$ cat config.mk
export PLATFORM = sky130hd
export DESIGN_NAME = mkc_regs
export DESIGN_NICKNAME = d
export VERILOG_FILES = /design/src/rtl/mkc_pkg.sv /design/src/rtl/mkc_regs.sv
export SDC_FILE = /design/constraint.sdc
export NUM_CORES = 1
export LEC_CHECK = 0
export CORE_MARGIN = 2
export CORE_UTILIZATION = 48
export CTS_BUF_LIST = sky130_fd_sc_hd__clkbuf_2
export DETAILED_ROUTE_END_ITERATION = 10
export DONT_BUFFER_PORTS = 1
export MAX_ROUTING_LAYER = met4
export PLACE_DENSITY = 0.7
export SYNTH_ARGS = -nofsm -noshare
export SYNTH_HDL_FRONTEND = slang
export SYNTH_SLANG_ARGS = --single-unit
$ cat constraint.sdc
create_clock -name pclk -period 7.6 [get_ports pclk]
set_input_delay 0.38 -clock pclk [delete_from_list [all_inputs] [get_ports pclk]]
set_output_delay 0.38 -clock pclk [all_outputs]
set_load 0.05 [all_outputs]
$ cat src/rtl/mkc_pkg.sv
// Constants for the mixer and keyclick control register bank.
// Assumes an APB slave on a 25 MHz pclk; other blocks include nothing.
//
// Notes on behaviour
// - Sidetone mute bit 15 resets muted; clearing it lets sidetone pass for single-ended sources only.
// - Sidetone gain 7 bits, half-dB steps, resets to 0 dB, saturates at 12 dB.
// - Source select: four single-ended sources, four differential mic and aux pairs.
// - Selected source reaches the ADC only while the connect bit is set.
// - Cell phone input reaches the ADC only while its bit is set.
// - Sidetone flag bit 0 reads one once applied gain equals programmed gain capped at 12 dB.
// - Writing enable one starts a keyclick; the bit self-clears when done.
// - Keyclick amplitude field of 3 bits, resets to medium code 100.
// - Keyclick tone 62.5 Hz at code 000, doubling per step, reset 1 kHz.
// - Keyclick length is two periods per code step plus two.
// - Without AGC, input gain steps half a dB every one or two word periods.
// - With AGC, the step rate bit is read-only and shows the noise flag.
// - DAC left flag bit 3 reads one once left gain has settled.
// - DAC right flag bit 2 reads one once right gain has settled.

package mkc_pkg;

    // ****************************************************************
    // Register indices and byte addresses
    // ****************************************************************
    localparam logic [9:0]  IDX_MIXER      = 10'h003;
    localparam logic [9:0]  IDX_KEYCLICK   = 10'h004;
    localparam logic [9:0]  IDX_IRQ_STATUS = 10'h008;
    localparam logic [9:0]  IDX_IRQ_MASK   = 10'h009;
    localparam logic [11:0] ADDR_MIXER      = {IDX_MIXER, 2'b00};
    localparam logic [11:0] ADDR_KEYCLICK   = {IDX_KEYCLICK, 2'b00};
    localparam logic [11:0] ADDR_IRQ_STATUS = {IDX_IRQ_STATUS, 2'b00};
    localparam logic [11:0] ADDR_IRQ_MASK   = {IDX_IRQ_MASK, 2'b00};

    // ****************************************************************
    // Mixer register fields
    // ****************************************************************
    localparam int MIX_MUTE_BIT  = 15;
    localparam int MIX_GAIN_LSB  = 8;
    localparam int MIX_SEL_LSB   = 5;
    localparam int MIX_ADC_BIT   = 4;
    localparam int MIX_CELL_BIT  = 3;
    localparam int MIX_FLAG_BIT  = 0;
    localparam logic [15:0] MIXER_RST = 16'hc500;
    localparam logic [6:0]  ST_GAIN_RST = 7'h45;
    localparam logic [6:0]  ST_GAIN_MAX = 7'h5d;

    // ****************************************************************
    // Keyclick register fields
    // ****************************************************************
    localparam int KC_EN_BIT    = 15;
    localparam int KC_AMP_LSB   = 12;
    localparam int KC_RATE_BIT  = 11;
    localparam int KC_FRQ_LSB   = 8;
    localparam int KC_LEN_LSB   = 4;
    localparam int KC_DL_BIT    = 3;
    localparam int KC_DR_BIT    = 2;
    localparam logic [15:0] KEYCLICK_RST = 16'h4410;

    // ****************************************************************
    // Interrupt bits
    // ****************************************************************
    localparam int IRQ_ST_SETTLED  = 0;
    localparam int IRQ_CLICK_DONE  = 1;
    localparam int IRQ_PGA_SETTLED = 2;
    localparam logic [2:0] IRQ_MASK_RST = 3'h0;

    // ****************************************************************
    // Timing
    // ****************************************************************
    localparam longint CLK_HZ            = 25000000;
    localparam longint TONE_BASE_FREQ_MHZ = 62500;  // 62.5 Hz in mHz
    localparam longint TONE_BASE_CYCLES_L = (CLK_HZ * 1000) / TONE_BASE_FREQ_MHZ;

endpackage : mkc_pkg

$ cat src/rtl/mkc_regs.sv
// Mixer routing and keyclick control registers behind an APB slave.
// Assumes word clock and ADC word select arrive asynchronously from pins;
// AGC, DAC settle and PGA target inputs come from logic on pclk.
`timescale 1ns/1ps

module mkc_regs #(
    parameter logic [18:0] TONE_BASE_CYCLES = 19'(mkc_pkg::TONE_BASE_CYCLES_L)
) (
    input  wire logic        pclk,
    input  wire logic        presetn,
    input  wire logic        psel,
    input  wire logic        penable,
    input  wire logic        pwrite,
    input  wire logic [11:0] paddr,
    input  wire logic [31:0] pwdata,
    output logic      [31:0] prdata,
    output logic             pready,
    output logic             pslverr,
    input  wire logic        word_clock,
    input  wire logic        adc_word_select,
    input  wire logic        step_on_adc_word_select,
    input  wire logic        agc_enabled,
    input  wire logic        agc_below_noise,
    input  wire logic [6:0]  input_gain_target,
    input  wire logic        dac_left_gain_settled_flag,
    input  wire logic        dac_right_gain_settled_flag,
    output logic             sidetone_mute,
    output logic [6:0]       sidetone_gain_applied,
    output logic [3:0]       sidetone_source,
    output logic             sidetone_path_valid,
    output logic [3:0]       adc_source,
    output logic             cell_input_to_adc,
    output logic             input_gain_step_differential,
    output logic [6:0]       input_gain_applied,
    output logic             click_tone_out,
    output logic             click_tone_active,
    output logic [2:0]       click_tone_amplitude,
    output logic             irq
);

    // ****************************************************************
    // Functions
    // ****************************************************************
    // Source order: headset mic, handset mic, aux one, aux two
    function automatic logic [3:0] route_decode(input logic [2:0] sel);
        logic [3:0] r;
        r = 4'h0;
        if (!sel[2])
        begin
            r[sel[1:0]] = 1'b1;
        end
        else
        begin
            r[sel[1] ? 1 : 0] = 1'b1;
            r[sel[0] ? 3 : 2] = 1'b1;
        end
        return r;
    endfunction

    // One half-dB step toward the target
    function automatic logic [6:0] step_toward(input logic [6:0] cur, input logic [6:0] tgt);
        logic [6:0] n;
        n = cur;
        if (cur < tgt)
        begin
            n = cur + 7'h01;
        end
        else if (cur > tgt)
        begin
            n = cur - 7'h01;
        end
        return n;
    endfunction

    // ****************************************************************
    // State
    // ****************************************************************
    logic        mute_q;
    logic [6:0]  st_gain_q;
    logic [2:0]  sel_q;
    logic        adc_conn_q;
    logic        cell_q;
    logic [6:0]  st_applied_q;
    logic        st_flag_q;
    logic        kc_en_q;
    logic [2:0]  kc_amp_q;
    logic        rate_q;
    logic [2:0]  kc_frq_q;
    logic [3:0]  kc_len_q;
    logic [18:0] tone_cnt_q;
    logic [5:0]  periods_q;
    logic        done_ev;
    logic [6:0]  pga_applied_q;
    logic        pga_flag_q;
    logic        half_q;
    logic [2:0]  irq_stat_q;
    logic [2:0]  irq_mask_q;
    logic [31:0] prdata_q;
    logic [2:0]  sync_q [2];
    logic [1:0]  filt_q;
    logic [1:0]  rise;
    logic        ack;
    logic        wr;
    logic        addr_ok;
    logic [6:0]  st_target;
    logic        st_settled;
    logic        pga_settled;
    logic        tick;
    logic [18:0] period;
    logic        wrap;
    logic [5:0]  len_periods;
    logic [15:0] mixer_rd;
    logic [15:0] keyclick_rd;
    logic [2:0]  irq_ev;

    // ****************************************************************
    // Pin synchronisers
    // ****************************************************************
    // Three flops; a level counts once stages two and three agree
    for (genvar g = 0; g < 2; g++)
    begin : g_sync
        always_ff @(posedge pclk or negedge presetn)
        begin
            if (!presetn)
            begin
                sync_q[g] <= 3'h0;
                filt_q[g] <= 1'b0;
            end
            else
            begin
                sync_q[g] <= {sync_q[g][1:0], (g == 0) ? word_clock : adc_word_select};
                if (sync_q[g][1] == sync_q[g][2])
                begin
                    filt_q[g] <= sync_q[g][2];
                end
            end
        end
        assign rise[g] = sync_q[g][1] & sync_q[g][2] & ~filt_q[g];
    end

    // ****************************************************************
    // APB decode
    // ****************************************************************
    // Zero wait states; unmapped addresses answer with an error
    assign ack     = psel & penable;
    assign wr      = ack & pwrite;
    assign addr_ok = (paddr == mkc_pkg::ADDR_MIXER) || (paddr == mkc_pkg::ADDR_KEYCLICK)
                  || (paddr == mkc_pkg::ADDR_IRQ_STATUS) || (paddr == mkc_pkg::ADDR_IRQ_MASK);
    assign pready  = 1'b1;
    assign pslverr = ack & ~addr_ok;
    assign prdata  = prdata_q;

    assign mixer_rd = {mute_q, st_gain_q, sel_q, adc_conn_q, cell_q, 2'b00, st_settled};
    assign keyclick_rd = {kc_en_q, kc_amp_q, agc_enabled ? agc_below_noise : rate_q,
                          kc_frq_q, kc_len_q,
                          dac_left_gain_settled_flag, dac_right_gain_settled_flag, 2'b00};

    // Read data captured in the setup cycle, stable through access
    always_ff @(posedge pclk or negedge presetn)
    begin
        if (!presetn)
        begin
            prdata_q <= 32'h0;
        end
        else if (psel && !penable && !pwrite)
        begin
            case (paddr)
                mkc_pkg::ADDR_MIXER:      prdata_q <= {16'h0, mixer_rd};
                mkc_pkg::ADDR_KEYCLICK:   prdata_q <= {16'h0, keyclick_rd};
                mkc_pkg::ADDR_IRQ_STATUS: prdata_q <= {29'h0, irq_stat_q};
                mkc_pkg::ADDR_IRQ_MASK:   prdata_q <= {29'h0, irq_mask_q};
                default:                  prdata_q <= 32'h0;
            endcase
        end
    end

    // ****************************************************************
    // Mixer register
    // ****************************************************************
    // mute, gain, select, connect and cell, writable fields only
    always_ff @(posedge pclk or negedge presetn)
    begin
        if (!presetn)
        begin
            mute_q     <= mkc_pkg::MIXER_RST[mkc_pkg::MIX_MUTE_BIT];
            st_gain_q  <= mkc_pkg::ST_GAIN_RST;
            sel_q      <= 3'h0;
            adc_conn_q <= 1'b0;
            cell_q     <= 1'b0;
        end
        else if (wr && paddr == mkc_pkg::ADDR_MIXER)
        begin
            mute_q     <= pwdata[mkc_pkg::MIX_MUTE_BIT];
            st_gain_q  <= pwdata[mkc_pkg::MIX_GAIN_LSB +: 7];
            sel_q      <= pwdata[mkc_pkg::MIX_SEL_LSB +: 3];
            adc_conn_q <= pwdata[mkc_pkg::MIX_ADC_BIT];
            cell_q     <= pwdata[mkc_pkg::MIX_CELL_BIT];
        end
    end

    assign st_target  = (st_gain_q > mkc_pkg::ST_GAIN_MAX) ? mkc_pkg::ST_GAIN_MAX : st_gain_q;
    assign st_settled = (st_applied_q == st_target);

    // Sidetone gain steps once per word clock, avoiding zipper noise
    always_ff @(posedge pclk or negedge presetn)
    begin
        if (!presetn)
        begin
            st_applied_q <= mkc_pkg::ST_GAIN_RST;
            st_flag_q    <= 1'b1;
        end
        else
        begin
            if (rise[0])
            begin
                st_applied_q <= step_toward(st_applied_q, st_target);
            end
            st_flag_q <= st_settled;
        end
    end

    assign adc_source          = adc_conn_q ? route_decode(sel_q) : 4'h0;
    assign cell_input_to_adc   = cell_q;
    assign sidetone_source     = sel_q[2] ? 4'h0 : route_decode(sel_q);
    // differential selection drops the sidetone path
    assign sidetone_path_valid = ~sel_q[2] & ~mute_q;
    assign sidetone_mute         = mute_q;
    assign sidetone_gain_applied = st_applied_q;

    // ****************************************************************
    // Keyclick register and tone generator
    // ****************************************************************
    // amplitude, rate, frequency and length fields
    always_ff @(posedge pclk or negedge presetn)
    begin
        if (!presetn)
        begin
            kc_amp_q <= mkc_pkg::KEYCLICK_RST[mkc_pkg::KC_AMP_LSB +: 3];
            rate_q   <= 1'b0;
            kc_frq_q <= mkc_pkg::KEYCLICK_RST[mkc_pkg::KC_FRQ_LSB +: 3];
            kc_len_q <= mkc_pkg::KEYCLICK_RST[mkc_pkg::KC_LEN_LSB +: 4];
        end
        else if (wr && paddr == mkc_pkg::ADDR_KEYCLICK)
        begin
            kc_amp_q <= pwdata[mkc_pkg::KC_AMP_LSB +: 3];
            kc_frq_q <= pwdata[mkc_pkg::KC_FRQ_LSB +: 3];
            kc_len_q <= pwdata[mkc_pkg::KC_LEN_LSB +: 4];
            if (!agc_enabled)
            begin
                rate_q <= pwdata[mkc_pkg::KC_RATE_BIT];
            end
        end
    end

    assign period      = TONE_BASE_CYCLES >> kc_frq_q;
    assign wrap        = kc_en_q && (tone_cnt_q == period - 19'h1);
    // two periods per step plus two
    assign len_periods = {1'b0, kc_len_q, 1'b0} + 6'h02;
    assign done_ev     = wrap && (periods_q == len_periods - 6'h01);

    // start on write, self-clear when length is reached
    always_ff @(posedge pclk or negedge presetn)
    begin
        if (!presetn)
        begin
            kc_en_q    <= 1'b0;
            tone_cnt_q <= 19'h0;
            periods_q  <= 6'h0;
        end
        else if (wr && paddr == mkc_pkg::ADDR_KEYCLICK)
        begin
            // A write restarts or aborts the click
            kc_en_q    <= pwdata[mkc_pkg::KC_EN_BIT];
            tone_cnt_q <= 19'h0;
            periods_q  <= 6'h0;
        end
        else if (done_ev)
        begin
            kc_en_q    <= 1'b0;
            tone_cnt_q <= 19'h0;
            periods_q  <= 6'h0;
        end
        else if (wrap)
        begin
            tone_cnt_q <= 19'h0;
            periods_q  <= periods_q + 6'h01;
        end
        else if (kc_en_q)
        begin
            tone_cnt_q <= tone_cnt_q + 19'h1;
        end
    end

    // Square tone, high for the first half period
    assign click_tone_out       = kc_en_q && (tone_cnt_q < (period >> 1));
    assign click_tone_active    = kc_en_q;
    assign click_tone_amplitude = kc_amp_q;

    // ****************************************************************
    // Input PGA soft-stepping
    // ****************************************************************
    // step every word period, or every second one
    assign tick = step_on_adc_word_select ? rise[1] : rise[0];
    assign pga_settled = (pga_applied_q == input_gain_target);

    // Under AGC the PGA is driven elsewhere, so stepping here halts
    always_ff @(posedge pclk or negedge presetn)
    begin
        if (!presetn)
        begin
            pga_applied_q <= 7'h0;
            half_q        <= 1'b0;
            pga_flag_q    <= 1'b1;
        end
        else
        begin
            pga_flag_q <= pga_settled;
            if (tick && !agc_enabled)
            begin
                half_q <= ~half_q;
                if (!rate_q || half_q)
                begin
                    pga_applied_q <= step_toward(pga_applied_q, input_gain_target);
                end
            end
        end
    end
    assign input_gain_applied           = pga_applied_q;
    assign input_gain_step_differential = rate_q;

    // ****************************************************************
    // Interrupts
    // ****************************************************************
    assign irq_ev = {pga_settled & ~pga_flag_q, done_ev, st_settled & ~st_flag_q};

    // Sticky status, write one to clear; a new event wins
    always_ff @(posedge pclk or negedge presetn)
    begin
        if (!presetn)
        begin
            irq_stat_q <= 3'h0;
        end
        else if (wr && paddr == mkc_pkg::ADDR_IRQ_STATUS)
        begin
            irq_stat_q <= (irq_stat_q & ~pwdata[2:0]) | irq_ev;
        end
        else
        begin
            irq_stat_q <= irq_stat_q | irq_ev;
        end
    end

    // Mask register, one enables the source
    always_ff @(posedge pclk or negedge presetn)
    begin
        if (!presetn)
        begin
            irq_mask_q <= mkc_pkg::IRQ_MASK_RST;
        end
        else if (wr && paddr == mkc_pkg::ADDR_IRQ_MASK)
        begin
            irq_mask_q <= pwdata[2:0];
        end
    end
    assign irq = |(irq_stat_q & irq_mask_q);
endmodule : mkc_regs

# After elaboration in Yosys (flattened, before gate mapping)
# Cells that the tools add are included.
[op_classes] addsub=9 multipliers=0 div=0 n_lt_le_gt_ge=12 eq_ne=10 n_shift=1 muxes=29 bitwise_logic=25 n_reduce_logical=30
[op_table] op="$mux 19" count=4
[op_table] op="$pmux 16 s4" count=1
[op_table] op="$mux 7" count=5
[op_table] op="$eq 12x6->1 const B" count=2
[op_table] op="$add 19x1->19 const B" count=1
[op_table] op="$eq 19x19->1" count=1
[op_table] op="$lt 19x18->1" count=1
[op_table] op="$shr 19x3->19 const A" count=1
[op_table] op="$sub 19x1->19 const B" count=1
[op_table] op="$mux 6" count=3
[op_table] op="$add 7x1->7 const B" count=2
[op_table] op="$eq 7x7->1" count=2
[op_table] op="$gt 7x7->1" count=2
[op_table] op="$lt 7x7->1" count=2
[op_table] op="$sub 7x1->7 const B" count=2
[op_table] op="$logic_and 1x1->1" count=13
[op_table] op="$eq 12x4->1 const B" count=1
[op_table] op="$eq 12x5->1 const B" count=1
[op_table] op="$mux 4" count=3
[op_table] op="$and 1x1->1" count=10
[op_table] op="$mux 1" count=9
[op_table] op="$not 1->1" count=9
[op_table] op="$gt 7x7->1 const B" count=1
[op_table] op="$add 5x2->6 const B" count=1
[op_table] op="22 further kinds" count=38
[totals] ff_bits=113 latch_bits=0 ramBits=0 mem_bits_ro=0 out_inout_bits=66 word_cells=140 memories=0

# Logic depth before layout (Yosys ltp)
[logic_depth] word_depth=8 depth_mapped=17 ltp_nobuf=17

# Worst setup path after synthesis
# OpenSTA, ideal clock, no wires.
[synth_timing] kind="reg2reg" from="register pga_applied_q[1], in the netlist input_gain_applied[1]" to="register pga_applied_q[6], in the netlist input_gain_applied[6]" setup_time_ns=0.144 t_arrival_ns=3.287 t_required_ns=7.456 setup_slack_ns=4.169 stages_incl_launch_ff=15 path_buffers=0 period_less_slack_ns=3.431 cell_sequence="dfrtp_1 > ha_1 > nor2b_1 > o21ai_0 > nand2b_1 > a221oi_1 > inv_1 > fa_1 > a21o_1 > a21oi_1 > o21bai_1 > a21oi_1 > xnor2_1 > nor2_1 > xor2_1"
[synth_between] elab_chain_cells=3 word_cells_on_any_way=8 cone_classes="add/sub (2); order compare (2); mux (2); reduce/logical (2)"
[synth_lines] item="from (decl)" line="mkc_regs.sv:93" rtl="logic [6:0] pga_applied_q;"
[synth_lines] item="from (signal assigned)" line="mkc_regs.sv:323" rtl="pga_applied_q <= step_toward(pga_applied_q, input_gain_target);"
[synth_lines] item="$sub 7x1->7 (tied with other cells)" line="mkc_regs.sv:70" rtl="n = cur - 7'h01;"
[synth_lines] item="$mux 7 or $reduce_bool 2->1 (tied branches)"
[synth_lines] item="$mux 7 or $reduce_and 3->1 (tied branches)"
# Parallel ways exist; a longest one is shown, timed or not. The select of a mux whose other input is x is not followed.
# A chain may end at the register's enable or synchronous reset.

# Final worst setup path
[layout_timing] from="register kc_frq_q[0]" to="register kc_en_q, in the netlist click_tone_active"
[layout_between] elab_chain_cells=6
[layout_lines] item="from (decl)" line="mkc_regs.sv:88" rtl="logic [2:0] kc_frq_q;"
[layout_lines] item="from (signal assigned)" line="mkc_regs.sv:240" rtl="kc_frq_q <= mkc_pkg::KEYCLICK_RST[mkc_pkg::KC_FRQ_LSB +: 3];"
[layout_lines] item="from (signal assigned)" line="mkc_regs.sv:246" rtl="kc_frq_q <= pwdata[mkc_pkg::KC_FRQ_LSB +: 3];"
[layout_lines] item="$shr 19x3->19" line="mkc_regs.sv:255" rtl="assign period = TONE_BASE_CYCLES >> kc_frq_q;"
[layout_lines] item="$sub 19x1->19" line="mkc_regs.sv:256" rtl="assign wrap = kc_en_q && (tone_cnt_q == period - 19'h1);"
[layout_lines] item="$eq 19x19->1" line="mkc_regs.sv:256"
[layout_lines] item="$logic_and 1x1->1" line="mkc_regs.sv:256"
[layout_lines] item="$logic_and 1x1->1" line="mkc_regs.sv:259" rtl="assign done_ev = wrap && (periods_q == len_periods - 6'h01);"
[layout_lines] item="$reduce_bool 2->1 (no line)"
[layout_lines] item="to (signal assigned)" line="mkc_regs.sv:273" rtl="kc_en_q <= pwdata[mkc_pkg::KC_EN_BIT];"
[layout_lines] item="to (decl)" line="mkc_regs.sv:85" rtl="logic kc_en_q;"
# Every way passes these cells.

==> flow_summary.yaml <==
outcome:
  status: "completed"
sta:
  fin_crit_ps: 4300
  drv_slew: 0
  hold_violations: 0
  setup_violations: 0
  tns_ps: 0
  fin_crit_sh_pct: 56.6
  hold_slack_ps: 68.8
  rsz0062_at_grt: "no"
  clock_skew_ps: 34.1
  max_slew_margin_pct: 22.8
  tightest_slew_ps: 1150
  fmax_mhz: 232
  timing.final.ws_setup_ps: 3300
yosys:
  yosysWarnings: 0
  avgSynthCellArea_sq_um: 9.70
  ys.flop_type: "dfrtp_1"
  synth_seq_cells: 97
  synth-edff-count: 0
  syn_area_sq_um: 6610
  postSynth.asyncResetShare_pct: 100
  synth-seq-area-share_pct: 36.9
  syn_inst: 682
  yosysUniqueCellTypes: 74
cts:
  cts_setup_buffers: 0
  cts_root_buf: "clkbuf_2"
  htreeDepth: 3
  clk_pin_slew_ps: 270
  clock_path_buffers: 2
  clock-sinks: 97
  tritoncts: "done"
  insertion_delay_ps: 600
  cts_buffers: 9
floorplan:
  die_area_sq_um: 14700
  die_height_um: 121
  top_level_ports: 129
  start_util_pct: 49.5
  core-area_sq_um: 13300
  die_w_um: 121
  rows: 42
layout:
  fill_cells: 1180
  nets: 817
  drive_above_1_share_pct: 12.0
  area_growth_pct: 7.45
  seq_area_sq_um: 2440
  multi_input_area_sq_um: 3870
  antenna_cells: 0
global_route:
  grt-ovfl-total: 0
  grt.met2_usage_pct: 35.0
  grt_pass1_wl_um: 24800
  grt_pass1_vias: 5073
  grt_max_degree: 98
  grt_util_all_layers_pct: 21.7
  grt_busiest_layer: "met2"
  antenna_found_initial: 0
  grt_util_met1_pct: 26.8
  grtUsageMet3_pct: 5.59
power_and_ir_drop:
  p_per_area_nw_per_um2: 205
  power_frac_clock_pct: 19.9
  swShare_pct: 39.3
  p_leak_nw: 3.30
  combPwrFrac_pct: 29.3
  power.switching_w: 0.000571
  irDropWorstVdd_uv: 120
  p_int_w: 0.000884
  power.share.sequential_pct: 50.8
placed_design:
  place_ws_ps: 3380
  place_congestion: 0.884
  hpwl_um: 11000
  port_buffers: 0
setup_path:
  r2r_start: "kc_frq_q[0]"
  rrSetupSlack_ps: 3300
  crit_type: "flip-flop to flip-flop"
  cp.arrival_ps: 4830
  path_max_fanout: 14
  end_kind: "flip-flop"
  crit_start: "kc_frq_q[0]"
  start_kind: "flip-flop"
  critical_path_required_ps: 8130
run:
  maxCapViolations: 0
detailed_routing:
  drtPass1Iterations: 5
  drc: 0
  ant_nets: 0
  wl_per_cell_um: 17.2
  drt_iter0_drc: 370
  via_per_inst: 5.80
  via_count: 5091
  drt-total-wl_um: 15100
min_path:
  hold_start: "step_on_adc_word_select"
  min_path_type: "input pin to flip-flop"
==> cells in the mapped netlist, types with 3 or more instances <==
master | instances | area share, %
a22oi_1 | 14 | 1.6
o31a_1 | 3 | 0.40
nor2_1 | 49 | 2.8
and3_1 | 7 | 0.66
nand2b_1 | 7 | 0.66
dfstp_2 | 12 | 4.8
clkbuf_1 | 16 | 0.91
inv_1 | 31 | 1.8
and2_1 | 5 | 0.47
o21ai_0 | 38 | 2.9
ha_1 | 55 | 10
mux2_2 | 31 | 5.3
o31ai_1 | 5 | 0.57
mux2i_1 | 10 | 1.5
buf_6 | 4 | 0.68
nand2_1 | 56 | 3.2
buf_4 | 18 | 2.0
dfrtp_1 | 85 | 32
nor4_1 | 8 | 0.76
nand3_1 | 15 | 1.1
o22ai_1 | 3 | 0.28
a211oi_1 | 5 | 0.57
xnor2_1 | 28 | 3.7
nand3b_1 | 5 | 0.57
or3_1 | 3 | 0.28
a21oi_1 | 23 | 1.7
xor2_1 | 32 | 4.2
nand4_1 | 11 | 1.0
nor3b_1 | 6 | 0.68
nor3_1 | 13 | 0.98
nor2b_1 | 10 | 0.95
a21o_1 | 16 | 1.8
==> kinds of logic after synthesis <==
kind of cell | synth area share [%]
and+or+nand+nor | 17.5
AOI/OAI and AO/OA | 13.3
DFF | 36.9
buffers and inverters | 5.71
xor gates and xnor gates | 7.95
adders and majority gates | 11.0
muxes | 7.47
other | 0.114
==> critical path, stage by stage (launching register included) <==
cell and delay, ps:
dfrtp_1 680, ha_1 670, nand2_1 180, ha_1 300, nor4b_2 190, a21oi_1 380, or3_1 170, a22oi_1 100
nor4_1 970, nand3_1 270, a31o_2 310
==> cells in the final DEF (no fill, tap or decap), types with 27 or more instances in the layout <==
cell           count
xnor2_1           28
o21ai_0           38
xor2_1            32
dlygate4sd3_1     27
nand2_1           56
dfrtp_1           85
nor2_1            49
mux2_2            31
inv_1             31
ha_1              55
==> flip-flops by register name, summed over array words and instances, names as in the netlist, 3 cells and up <==
register,count
prdata,16
sel_q,3
kc_frq_q,3
sidetone_gain_applied,7
irq_mask_q,3
irq_stat_q,3
periods_q,6
tone_cnt_q,19
input_gain_applied,7
st_gain_q,7
click_tone_amplitude,3
kc_len_q,4
sync_q,6
==> worst paths after layout <==
path | end | cells past startpoint
min in group asynchronous | st_gain_q[1] | 2
hold reg to reg | sync_q[1] | 0
max in group asynchronous | kc_len_q[0] | 2
setup reg to reg | click_tone_active | 10
hold / removal | half_q | 3
setup / recovery | click_tone_active | 10
==> layer usage <==
metal,vias up,routed length (um)
li1,2420,-
met1,2540,6620
met2,108,7400
met3,23,764
met4,0,339
met5,-,0
==> area by class of cell <==
type | count | share of cell area (%)
clock buffers | 13 | 0.916
clock inverters | 3 | 0.951
inverters | 32 | 1.69
multi-input cells | 526 | 54.5
flip-flops and latches | 97 | 34.4
well taps | 176 | 3.10
repair buffers | 31 | 4.51
==> metrics by stage <==
stage / cell area (sq um) / util [%] / total power [W] / std cells
after global placement: 6680 / 50.0 / 0.00112 / 834
final: 7110 / 53.2 / 0.00145 / 878
after floorplan: 6670 / - / 0.00108 / 697
after detailed placement: 6680 / 50.0 / 0.00115 / 834
after global routing: 7110 / 53.2 / 0.00155 / 878
after CTS: 7100 / 53.2 / 0.00146 / 877
==> power by group through the flow <==
stage | Clock [W] | Combinational [W] | Sequential [W]
final | 0.000289 | 0.000426 | 0.000740
after global routing | 0.000318 | 0.000482 | 0.000749
after CTS | 0.000297 | 0.000428 | 0.000740
after detailed placement | 0 | 0.000400 | 0.000749
after global placement | 0 | 0.000373 | 0.000746
after floorplan | 0 | 0.000347 | 0.000728
==> what timing repair did <==
item,4_1_cts,5_1_grt
hold endpoints to repair,134,1
gates resized for setup,0,0
hold buffers,27,1
(Power assumes the default switching activity.)
